`src/clkmode_pkg.sv`:
```
`default_nettype none
package clkmode_pkg;
    // register word offsets on the bus
    localparam logic [7:0] OFS_CTRL = 8'h00;
    localparam logic [7:0] OFS_CMD = 8'h04;
    localparam logic [7:0] OFS_STAT = 8'h08;
    localparam int unsigned CMD_WAIT_BIT = 0;
    localparam int unsigned CMD_STOP_BIT = 1;

    // oscillator input index
    localparam int unsigned NUM_OSC = 4;
    localparam int unsigned OSC_MAIN = 0;
    localparam int unsigned OSC_SUB = 1;
    localparam int unsigned OSC_FAST = 2;
    localparam int unsigned OSC_SLOW = 3;

    // peripheral clocks f1, f2, f4, f8, f32 as counter masks
    localparam int unsigned NUM_PCLK = 5;
    localparam logic [4:0] PCLK_MASK [NUM_PCLK] = '{5'h00, 5'h01, 5'h03, 5'h07, 5'h1F};

    // cpu divider terminal counts (ratio minus one)
    localparam logic [3:0] DIV1_LAST = 4'h0;
    localparam logic [3:0] DIV2_LAST = 4'h1;
    localparam logic [3:0] DIV4_LAST = 4'h3;
    localparam logic [3:0] DIV8_LAST = 4'h7;
    localparam logic [3:0] DIV16_LAST = 4'hF;

    localparam logic [6:0] AUX128_LAST = 7'h7F;
    localparam logic [1:0] SUB4_LAST = 2'h3;
    localparam logic [4:0] SUB32_LAST = 5'h1F;

    typedef enum logic [1:0] {SRC_MAIN, SRC_SUB, SRC_FAST, SRC_SLOW} src_t;
    typedef enum logic [1:0] {PM_RUN, PM_WAIT, PM_STOP} pmode_t;

    typedef struct packed {
        logic [1:0] reserved;
        logic internal_low_power_enable;
        logic flash_low_current_read;
        logic onchip_osc_fast_select;
        logic fast_osc_enable;
        logic onchip_osc_system_select;
        logic crystal_source_select;
        logic sub_crystal_pin_enable;
        logic main_crystal_stop;
        logic slow_osc_off;
        logic main_crystal_pin_select;
        logic periph_clk_stop_in_wait;
        logic cpu_div_field_high;
        logic cpu_div_field_low;
        logic cpu_div8_select;
    } ctrl_t;

    // div8 set, main crystal stopped, on-chip (slow) oscillator selected
    localparam logic [15:0] CTRL_RESET = 16'h0241;

    typedef struct packed {
        logic [19:0] zero;
        logic slow_run;
        logic fast_run;
        logic sub_run;
        logic main_run;
        pmode_t pm;
        src_t src;
        logic [3:0] div_last;
    } stat_t;

    typedef struct packed {
        logic aux_osc_clock;
        logic fast_timer_count_clock;
        logic converter_count_clock;
        logic slow_supervisor_clock;
        logic aux_osc_div128_clock;
        logic sub_crystal_div4_clock;
        logic sub_crystal_div32_clock;
    } aux_clk_t;

    function automatic src_t pick_source(input ctrl_t c);
        if (c.onchip_osc_system_select)
            pick_source = (c.fast_osc_enable && c.onchip_osc_fast_select) ? SRC_FAST : SRC_SLOW;
        else
            pick_source = c.crystal_source_select ? SRC_SUB : SRC_MAIN;
    endfunction

    function automatic logic [3:0] div_last(input ctrl_t c);
        if (c.cpu_div8_select)
            div_last = DIV8_LAST;
        else begin
            unique case ({c.cpu_div_field_high, c.cpu_div_field_low})
                2'h0: div_last = DIV1_LAST;
                2'h1: div_last = DIV2_LAST;
                2'h2: div_last = DIV4_LAST;
                2'h3: div_last = DIV16_LAST;
            endcase
        end
    endfunction
endpackage
`default_nettype wire

```
`src/clock_mode_ctrl.sv`:
```
// Notes on behaviour
// - system clock from crystal or on-chip oscillator
// - cpu clock is system clock divided
// - div8 bit wins, else field 1/2/4/16
// - reset: slow on-chip oscillator, divide by 8
// - stop from high-speed mode sets div8
// - peripheral clocks f1 f2 f4 f8 f32
// - peripheral clocks halt in wait if latched
// - aux clock follows on-chip oscillator, runs in wait
// - fast timer clock from fast oscillator when enabled
// - converter clock from fast oscillator when enabled
// - supervisory clock while slow oscillator on
// - aux clock divided by 128 for capture
// - high-speed mode uses main crystal
// - low-speed mode uses sub crystal
// - fast oscillator feeds cpu when on-chip select, enable and fast select set
// - slow oscillator feeds cpu when select low
// - aux clock available if either oscillator on
// - main crystal stopped until software enables
`timescale 1ns/10ps
`default_nettype none
module clock_mode_ctrl
    import clkmode_pkg::*;
(
    input wire logic sys_clk,
    input wire logic sys_rst,
    input wire logic wb_cyc_i,
    input wire logic wb_stb_i,
    input wire logic wb_we_i,
    input wire logic [7:0] wb_adr_i,
    input wire logic [3:0] wb_sel_i,
    input wire logic [31:0] wb_dat_i,
    output logic [31:0] wb_dat_o,
    output logic wb_ack_o,
    input wire logic main_crystal_clock,
    input wire logic sub_crystal_clock,
    input wire logic fast_osc_clock,
    input wire logic slow_osc_clock,
    input wire logic wake_event,
    output logic cpu_clk_en,
    output logic [NUM_PCLK-1:0] periph_clk,
    output aux_clk_t aux_clk,
    output logic main_crystal_run,
    output logic sub_crystal_run,
    output logic fast_osc_run,
    output logic slow_osc_run,
    output logic flash_low_current_read,
    output logic internal_low_power_enable,
    output logic in_wait,
    output logic in_stop
);
    ctrl_t ctrl;
    pmode_t pm;
    src_t act_src;
    logic [3:0] act_last;
    logic [3:0] cpu_cnt;
    logic [4:0] pcnt;
    logic [6:0] acnt;
    logic [4:0] scnt;
    logic halt_latch;
    logic [NUM_OSC-1:0] osc_raw;
    logic [NUM_OSC-1:0] osc_rise;
    logic [NUM_OSC-1:0] tick;
    logic sys_tick;
    logic aux_tick;
    logic aux_fast;
    logic periph_halt;
    logic do_write;
    logic wb_hit;
    logic cmd_wait;
    logic cmd_stop;
    logic ctrl_wr;
    stat_t stat;

    ////////////////////////////////////////////////////////////////////////
    // oscillator inputs

    assign osc_raw[OSC_MAIN] = main_crystal_clock;
    assign osc_raw[OSC_SUB] = sub_crystal_clock;
    assign osc_raw[OSC_FAST] = fast_osc_clock;
    assign osc_raw[OSC_SLOW] = slow_osc_clock;

    generate
        for (genvar i = 0; i < NUM_OSC; i++) begin : g_osc
            osc_sync u_sync (
                .sys_clk(sys_clk),
                .sys_rst(sys_rst),
                .raw(osc_raw[i]),
                .rise(osc_rise[i])
            );
        end
    endgenerate

    // an oscillator that is not running yields no ticks even if the pin toggles
    assign tick[OSC_MAIN] = osc_rise[OSC_MAIN] & main_crystal_run;
    assign tick[OSC_SUB] = osc_rise[OSC_SUB] & sub_crystal_run;
    assign tick[OSC_FAST] = osc_rise[OSC_FAST] & fast_osc_run;
    assign tick[OSC_SLOW] = osc_rise[OSC_SLOW] & slow_osc_run;

    assign sys_tick = tick[act_src];

    // on-chip oscillator clock: fast when enabled and selected, or when enabled and slow one is off
    assign aux_fast = ctrl.fast_osc_enable & (ctrl.onchip_osc_fast_select | ctrl.slow_osc_off);
    assign aux_tick = aux_fast ? tick[OSC_FAST] : tick[OSC_SLOW];

    ////////////////////////////////////////////////////////////////////////
    // oscillator run controls

    always_ff @(posedge sys_clk) begin
        if (sys_rst) begin
            main_crystal_run <= 1'b0;
            sub_crystal_run <= 1'b0;
            fast_osc_run <= 1'b0;
            slow_osc_run <= 1'b1;
        end else begin
            // every oscillator stops in stop mode
            main_crystal_run <= ctrl.main_crystal_pin_select && !ctrl.main_crystal_stop
                && pm != PM_STOP;
            sub_crystal_run <= ctrl.crystal_source_select && ctrl.sub_crystal_pin_enable
                && pm != PM_STOP;
            fast_osc_run <= ctrl.fast_osc_enable && pm != PM_STOP;
            // slow oscillator kept alive while the control register selects it as cpu source
            slow_osc_run <= (!ctrl.slow_osc_off || pick_source(ctrl) == SRC_SLOW)
                && pm != PM_STOP;
        end
    end

    ////////////////////////////////////////////////////////////////////////
    // wishbone slave

    assign wb_hit = wb_cyc_i & wb_stb_i & !wb_ack_o;
    // writes land on the edge where the master samples ack
    assign do_write = wb_cyc_i & wb_stb_i & wb_we_i & wb_ack_o;
    assign ctrl_wr = do_write && wb_adr_i == OFS_CTRL;
    assign cmd_wait = do_write && wb_adr_i == OFS_CMD && wb_sel_i[0] && wb_dat_i[CMD_WAIT_BIT];
    assign cmd_stop = do_write && wb_adr_i == OFS_CMD && wb_sel_i[0] && wb_dat_i[CMD_STOP_BIT];

    always_comb begin
        stat = '0;
        stat.slow_run = slow_osc_run;
        stat.fast_run = fast_osc_run;
        stat.sub_run = sub_crystal_run;
        stat.main_run = main_crystal_run;
        stat.pm = pm;
        stat.src = act_src;
        stat.div_last = act_last;
    end

    always_ff @(posedge sys_clk) begin
        if (sys_rst) begin
            wb_ack_o <= 1'b0;
            wb_dat_o <= 32'h0000_0000;
        end else begin
            wb_ack_o <= wb_hit;
            if (wb_hit) begin
                unique case (wb_adr_i)
                    OFS_CTRL: wb_dat_o <= {16'h0000, ctrl};
                    OFS_STAT: wb_dat_o <= stat;
                    default: wb_dat_o <= 32'h0000_0000;
                endcase
            end
        end
    end

    ////////////////////////////////////////////////////////////////////////
    // control register

    always_ff @(posedge sys_clk) begin
        if (sys_rst) begin
            ctrl <= CTRL_RESET;
        end else begin
            if (ctrl_wr && wb_sel_i[0])
                ctrl[7:0] <= wb_dat_i[7:0];
            if (ctrl_wr && wb_sel_i[1])
                ctrl[15:8] <= {2'h0, wb_dat_i[13:8]};
            // stop taken from crystal high-speed mode forces divide by 8
            if (pm == PM_RUN && cmd_stop && act_src == SRC_MAIN)
                ctrl.cpu_div8_select <= 1'b1;
        end
    end

    always_ff @(posedge sys_clk) begin
        if (sys_rst) begin
            flash_low_current_read <= 1'b0;
            internal_low_power_enable <= 1'b0;
        end else begin
            flash_low_current_read <= ctrl.flash_low_current_read;
            internal_low_power_enable <= ctrl.internal_low_power_enable;
        end
    end

    ////////////////////////////////////////////////////////////////////////
    // power mode

    always_ff @(posedge sys_clk) begin
        if (sys_rst) begin
            pm <= PM_RUN;
            halt_latch <= 1'b0;
        end else begin
            unique case (pm)
                PM_RUN: begin
                    if (cmd_stop)
                        pm <= PM_STOP;
                    else if (cmd_wait) begin
                        pm <= PM_WAIT;
                        halt_latch <= ctrl.periph_clk_stop_in_wait;
                    end
                end
                PM_WAIT: begin
                    if (wake_event)
                        pm <= PM_RUN;
                end
                PM_STOP: begin
                    if (wake_event)
                        pm <= PM_RUN;
                end
                default: pm <= PM_RUN;
            endcase
        end
    end

    assign periph_halt = pm == PM_WAIT && halt_latch;

    always_ff @(posedge sys_clk) begin
        if (sys_rst) begin
            in_wait <= 1'b0;
            in_stop <= 1'b0;
        end else begin
            in_wait <= pm == PM_WAIT;
            in_stop <= pm == PM_STOP;
        end
    end

    ////////////////////////////////////////////////////////////////////////
    // cpu clock divider

    // ratio and source switch only at a period boundary, so no runt pulse;
    // the old source must keep running until that boundary is reached
    always_ff @(posedge sys_clk) begin
        if (sys_rst) begin
            cpu_cnt <= 4'h0;
            act_src <= SRC_SLOW;
            act_last <= DIV8_LAST;
            cpu_clk_en <= 1'b0;
        end else begin
            cpu_clk_en <= 1'b0;
            if (sys_tick) begin
                if (cpu_cnt == act_last) begin
                    cpu_cnt <= 4'h0;
                    cpu_clk_en <= pm == PM_RUN;
                    act_src <= pick_source(ctrl);
                    act_last <= div_last(ctrl);
                end else begin
                    cpu_cnt <= cpu_cnt + 4'h1;
                end
            end
        end
    end

    ////////////////////////////////////////////////////////////////////////
    // peripheral clocks

    always_ff @(posedge sys_clk) begin
        if (sys_rst) begin
            pcnt <= 5'h00;
            periph_clk <= '0;
        end else begin
            if (sys_tick && !periph_halt)
                pcnt <= pcnt + 5'h01;
            for (int i = 0; i < NUM_PCLK; i++)
                periph_clk[i] <= sys_tick && !periph_halt && (pcnt & PCLK_MASK[i]) == 5'h00;
        end
    end

    ////////////////////////////////////////////////////////////////////////
    // oscillator-derived clocks, none gated by wait

    always_ff @(posedge sys_clk) begin
        if (sys_rst) begin
            acnt <= 7'h00;
            scnt <= 5'h00;
            aux_clk <= '0;
        end else begin
            if (aux_tick)
                acnt <= acnt + 7'h01;
            if (tick[OSC_SUB])
                scnt <= scnt + 5'h01;
            aux_clk.aux_osc_clock <= aux_tick;
            aux_clk.fast_timer_count_clock <= tick[OSC_FAST];
            aux_clk.converter_count_clock <= tick[OSC_FAST];
            aux_clk.slow_supervisor_clock <= tick[OSC_SLOW] && !ctrl.slow_osc_off;
            aux_clk.aux_osc_div128_clock <= aux_tick && acnt == AUX128_LAST;
            aux_clk.sub_crystal_div4_clock <= tick[OSC_SUB] && scnt[1:0] == SUB4_LAST;
            aux_clk.sub_crystal_div32_clock <= tick[OSC_SUB] && scnt == SUB32_LAST;
        end
    end
endmodule // clock_mode_ctrl
`default_nettype wire

```
`src/osc_sync.sv`:
```
`timescale 1ns/10ps
`default_nettype none
module osc_sync
    import clkmode_pkg::*;
(
    input wire logic sys_clk,
    input wire logic sys_rst,
    input wire logic raw,
    output logic rise
);
    logic [2:0] sync;
    logic level;

    always_ff @(posedge sys_clk) begin
        if (sys_rst)
            sync <= 3'h0;
        else
            sync <= {sync[1:0], raw};
    end

    // a change counts only once stages two and three agree
    always_ff @(posedge sys_clk) begin
        if (sys_rst) begin
            level <= 1'b0;
            rise <= 1'b0;
        end else begin
            rise <= (sync[1] == sync[2]) && sync[2] && !level;
            if (sync[1] == sync[2])
                level <= sync[2];
        end
    end
endmodule // osc_sync
`default_nettype wire

```
`config.mk`:
```
export PLATFORM = sky130hd
export DESIGN_NAME = clock_mode_ctrl
export DESIGN_NICKNAME = d
export VERILOG_FILES = /design/src/clkmode_pkg.sv /design/src/clock_mode_ctrl.sv /design/src/osc_sync.sv
export SDC_FILE = /design/constraint.sdc
export NUM_CORES = 1
export LEC_CHECK = 0
export BUFFER_PORTS_ARGS = -buffer_cell sky130_fd_sc_hd__buf_2
export CORE_ASPECT_RATIO = 0.8
export CORE_MARGIN = 2
export CORE_UTILIZATION = 52
export DETAILED_ROUTE_END_ITERATION = 12
export MAX_ROUTING_LAYER = met4
export PLACE_DENSITY_LB_ADDON = 0.15
export SLEW_MARGIN = 20
export SYNTH_ARGS = -nofsm -noshare
export SYNTH_HDL_FRONTEND = slang
export SYNTH_SLANG_ARGS = --single-unit
```
`constraint.sdc`:
```
create_clock -name sys_clk -period 2 [get_ports sys_clk]
set_clock_uncertainty 0.15 [all_clocks]
set_input_delay 0.2 -clock sys_clk [delete_from_list [all_inputs] [get_ports sys_clk]]
set_output_delay 0.2 -clock sys_clk [all_outputs]
set_load 0.01 [all_outputs]
```
# Yosys cells after proc, flatten, opt, wreduce, memory -nomap -nowiden
# Cells that the tools add are included.
word_totals:
  ff_bits: 117
  out_inout_bits: 54
  input_bits: 54
  n_memories: 0
  ramBits: 0
  latchBits: 0
  romBits: 0
  word_cells: 161
op_classes:
  n_lt_le_gt_ge: 1
  n_div: 0
  bitwise_logic: 13
  n_eq_ne: 19
  n_reduce_logical: 57
  shifts: 0
  n_mux: 15
  mul: 0
  add_sub_neg: 4
op_table:
  columns: ["op", "count"]
  rows:
  - ["1-bit logical AND", 34]
  - ["14-bit case mux with 2 select lines", 1]
  - ["5-bit logical NOT", 4]
  - ["4-bit case mux with 4 select lines", 1]
  - ["5-bit by 1-bit adder with 5-bit output, second input constant", 2]
  - ["2-bit equality test, second input constant", 5]
  - ["2-bit 2-to-1 mux", 5]
  - ["1-bit bitwise AND", 9]
  - ["8-bit by 3-bit equality test with 1-bit output, second input constant", 1]
  - ["8-bit by 4-bit equality test with 1-bit output, second input constant", 1]
  - ["1-bit logical NOT", 8]
  - ["8-bit logical NOT", 1]
  - ["4-bit 2-to-1 mux", 2]
  - ["7-bit by 1-bit adder with 7-bit output, second input constant", 1]
  - ["7-bit equality test, second input constant", 1]
  - ["2-bit logical NOT", 3]
  - ["5-bit equality test, second input constant", 1]
  - ["4-bit by 1-bit adder with 4-bit output, second input constant", 1]
  - ["1-bit equality test", 4]
  - ["2-bit by 1-bit equality test with 1-bit output, second input constant", 2]
  - ["4-bit equality test", 1]
  - ["1-bit 2-to-1 mux", 4]
  - ["2-bit case mux with 2 select lines", 1]
  - ["2-bit AND reduction", 2]
  - ["11 further kinds", 14]

# Depth between registers and ports, before layout
logic_depth:
  depth_word: 9
  depth_mapped: 6
  mapped_depth_nobuf: 6

# Modules after synthesis
# From an unflattened synthesis, not the netlist that was laid out.
hier_totals:
  cells_unflattened: 414
  hier_area_um2: 4035.1
by_module_without_submodules:
  columns: ["module", "area_per_inst_um2", "n_inst", "seq_area_each_um2", "cells_per_inst"]
  rows:
  - ["clock_mode_ctrl", 3404.5, 1, 1581.5, 366]
  - ["osc_sync", 157.7, 4, 100.1, 12]

# Least setup slack after synthesis
# OpenSTA, ideal clock, no wires.
synth_timing:
  kind: "reg-to-reg"
  start: "reg slow_osc_run"
  end: "reg pcnt[3]"
  period_less_slack_ps: 1866
  arrival_time_ps: 1595
  setup_time_ps: 121
  n_path_buf: 1
  path_stages_with_launch: 6
  required_time_ps: 1729
  slack_ps: 134
  cell_sequence: "dfxtp_1 nand2_1 mux4_2 buf_4 nor2_1 mux2_2"
synth_via:
  elab_chain_cells: 4
synth_lines:
  columns: ["item", "line", "text"]
  rows:
  - ["start: declaration", "clock_mode_ctrl.sv:46", "output logic slow_osc_run,"]
  - ["start signal: assignment", "clock_mode_ctrl.sv:123", "slow_osc_run <= (!ctrl.slow_osc_off || pick_source(ctrl) == SRC_SLOW)"]
  - ["1-bit bitwise AND", "clock_mode_ctrl.sv:98", "assign tick[OSC_SLOW] = osc_rise[OSC_SLOW] & slow_osc_run;"]
  - ["1-bit binary-select mux with 2-bit select", "clock_mode_ctrl.sv:100", "assign sys_tick = tick[act_src];"]
  - ["1-bit 2-to-1 mux (implied by the code)", "clock_mode_ctrl.sv:100", null]
  - ["1-bit logical AND", "clock_mode_ctrl.sv:268", "if (sys_tick && !periph_halt)"]
  - ["end signal: assignment", "clock_mode_ctrl.sv:269", "pcnt <= pcnt + 5'h01;"]
  - ["end: declaration", "clock_mode_ctrl.sv:57", "logic [4:0] pcnt;"]
# No other way between the ends. The select of a mux whose other input is x is not followed.
# A chain may end at the register's enable or synchronous reset.

# Final worst setup path
# Same ends and word-level chain as after synthesis.

==> impl_metrics.ini <==
[outcome]
status = completed

[synth]
synth_top_area_cell = dfxtp_1
synth_area_leaders = dfxtp_1, mux2i_1, ha_1
synth_top_area_share_pct = 49.0
mappedNetlistArea_um2 = 4040
ys_seq_area_share_pct = 49.0
syn_area_per_cell_um2 = 10.1
yosys_warnings = 0
synth_edf_count = 0
syn_inst = 401
ys.flop_type = dfxtp_1
async_flop_share_pct = 0
ys_seq_elements = 99
ys_types = 48

[pwr]
p_per_area_nw_per_um2 = 712
leakagePower_nw = 2.35
power_frac_seq_pct = 57.0
worst_ir_drop_vdd_uv = 468
combinationalPowerShare_pct = 4.8
switchingPower_mw = 0.784
totalPowerFinal_mw = 3.49
swShare_pct = 22.5
p_int_mw = 2.71
p_clk_share_pct = 38.3

[place]
placed_area_um2 = 4510
io_buffers = 69
dp_slack_ns = 0.0967
dp_hpwl_um = 6040
place.gp.congestion = 0.807

[drt]
vias = 3135
drt_iter0_markers = 160
detail-route-antenna-nets = 0
avgRoutedWirePerCell_um = 14.1
drt-total-wl_um = 8580
drt-vias-per-instance = 5.16
drtPass1Iterations = 4
post-route-drc-count = 0

[flow_run]
max_cap_viol_count = 0

[setup_path]
crit_chain = nand2_1 -> mux4_2 -> buf_4 -> nor2_1 -> mux2_2
cp_data_arrival_time_ns = 2.02
worst-setup-path-type = flop to flop
path_buf_inv = 1
critPathCaptureType = flop
r2r_start = slow_osc_run
cpPeakStageDelay_ns = 0.54
crit_family = multiplexers
startpoint_type = flop
cp_max_fo = 5
critical-path-slowest-cell = mux4_2
required_ns = 2.11
cp-startpoint = slow_osc_run

[global_routing]
grt_pass1_wl_um = 14200
grt_max_degree = 50
first_global_vias = 3007
antenna_found_initial = 0
grt_use_total_pct = 21.8
grt.overflow.total = 0

[clocking]
cts_tree = yes
cts_root_buf = clkbuf_8
cts.htree.levels = 3
clk_latency_ns = 0.37
path_clk_slew_ns = 0.09
numCtsBuffers = 9
clk_path_buf_depth = 2
numClockSinks = 99

[timing]
fin_ws_ns = 0.0907
rsz0062_at_grt = false
setup-violations-final = 0
fin_tns_setup_ns = 0
relSlewSlack_pct = 35.3
period_minus_slack_ns = 1.91
drv_slew = 0
tightest_slew_ns = 0.966
final.period_utilization_pct = 95.5
fmax_mhz = 524
finalHoldViolations = 0

[layout]
fin_nets = 564
utilization_pct = 65.7
area_delta_synth_final_pct = 21.4
n_antenna_cell = 0
final_common_cell = dfxtp_1
mostFrequentLayoutCells = dfxtp_1, buf_2, nor2_1, mux2i_1, nand2_1
finalInstanceArea_um2 = 4900
layout-drive-gt1-share_pct = 23.1

[die]
core_um2 = 7460
io_pins = 108
die_area_um2 = 8500
die-width_um = 103
die_y_um = 82.9
rows = 28
initial_utilization_pct = 54.2

[hold_path]
hp-start = wb_adr_i[4]
hold_class = input pin to flop
[layer usage]
metal,global-route usage [%],part of all wire [%]
met4,5.58,1.2
met5,-,0
met1,29.8,47
met2,32.9,47
met3,4.80,5.4
[sequential cells by signal (all words and copies together) (netlist names), 2 cells and up]
signal	count
acnt	7
pcnt	5
g_osc.u_sync.level	4
pm	2
ctrl	14
cpu_cnt	4
scnt	5
act_last	4
g_osc.u_sync.rise	4
g_osc.u_sync.sync	12
aux_clk	6
act_src	2
periph_clk	5
wb_dat_o	14
[metrics by stage]
stage                     hold WS [ns]  instances
final                           0.0286        607
after global routing            0.0395        607
after CTS                       0.0139        606
after detailed placement         0.265        572
after global placement           0.258        572
after floorplan                  0.175        418
[cell usage after synthesis (2+ instances only)]
cell type   n
nor3_1      5
or3_1       3
nor4_1      3
mux2i_1    26
mux2_2      5
clkbuf_1    8
dfxtp_1    99
xnor2_1     7
nor3b_1     5
nor2b_1    23
o21ai_0     8
nand2_1    25
and2_1      5
a22o_1     12
nand4_1    13
or2_2       2
and4_1      3
nor2_1     40
ha_1       13
mux4_2      2
inv_1      10
a21oi_1    10
nand3_1     5
buf_2       3
and3_1      5
a21o_1     13
buf_4      20
o22ai_1     3
a211oi_1    3
buf_1       3
xor2_1      2
[worst reg2reg max path: stages (launching register included)]
cell,delay (ns)
dfxtp_1,0.37
nand2_1,0.12
mux4_2,0.54
buf_4,0.18
nor2_1,0.12
mux2_2,0.34
[repair_timing]
item | in CTS | in global routing
endpoints found under the hold margin | 18 | 0
gates resized for setup | 0 | 0
setup endpoints to repair | 0 | 2
buffers inserted | 0 | 1
hold buffers | 18 | 0
[power by group through the flow]
stage	combinational, mW	sequential [mW]	clock (mW)
global placement	0.134	2.03	0
floorplan	0.103	2.03	0
global route	0.185	1.99	1.44
detailed placement	0.137	2.03	0
finish	0.166	1.99	1.34
CTS	0.164	1.99	1.36
[cells by family after synthesis]
family | Yosys count | share of synthesized area (%)
AO/OA/AOI/OAI | 55 | 9.60
XOR/XNOR | 9 | 1.95
adder cells (fa/ha/maj) | 13 | 4.02
buffers and inverters | 44 | 6.04
flip-flops | 99 | 49.0
multiplexers | 34 | 9.29
other | 1 | 0.0928
AND/OR/NAND/NOR | 146 | 20.0
[final timing paths]
kind	slack (ns)	end	depth (start not counted)
max	0.09	pcnt[3]	5
min	0.03	wb_dat_o[12]	4
max reg2reg	0.09	pcnt[3]	5
min reg2reg	0.28	g_osc[0].u_sync.rise	1
[final cells by class]
| class | count | area, um^2 |
|---|---|---|
| timing repair buffer | 102 | 663 |
| clock buffer | 11 | 151 |
| multi-input combinational | 275 | 1880 |
| sequential | 99 | 1980 |
| fill | 643 | 2560 |
| tap | 105 | 131 |
| inverter | 10 | 37.5 |
| clock inverter | 5 | 60.1 |
No activity file was read; power rests on OpenSTA's default activity.
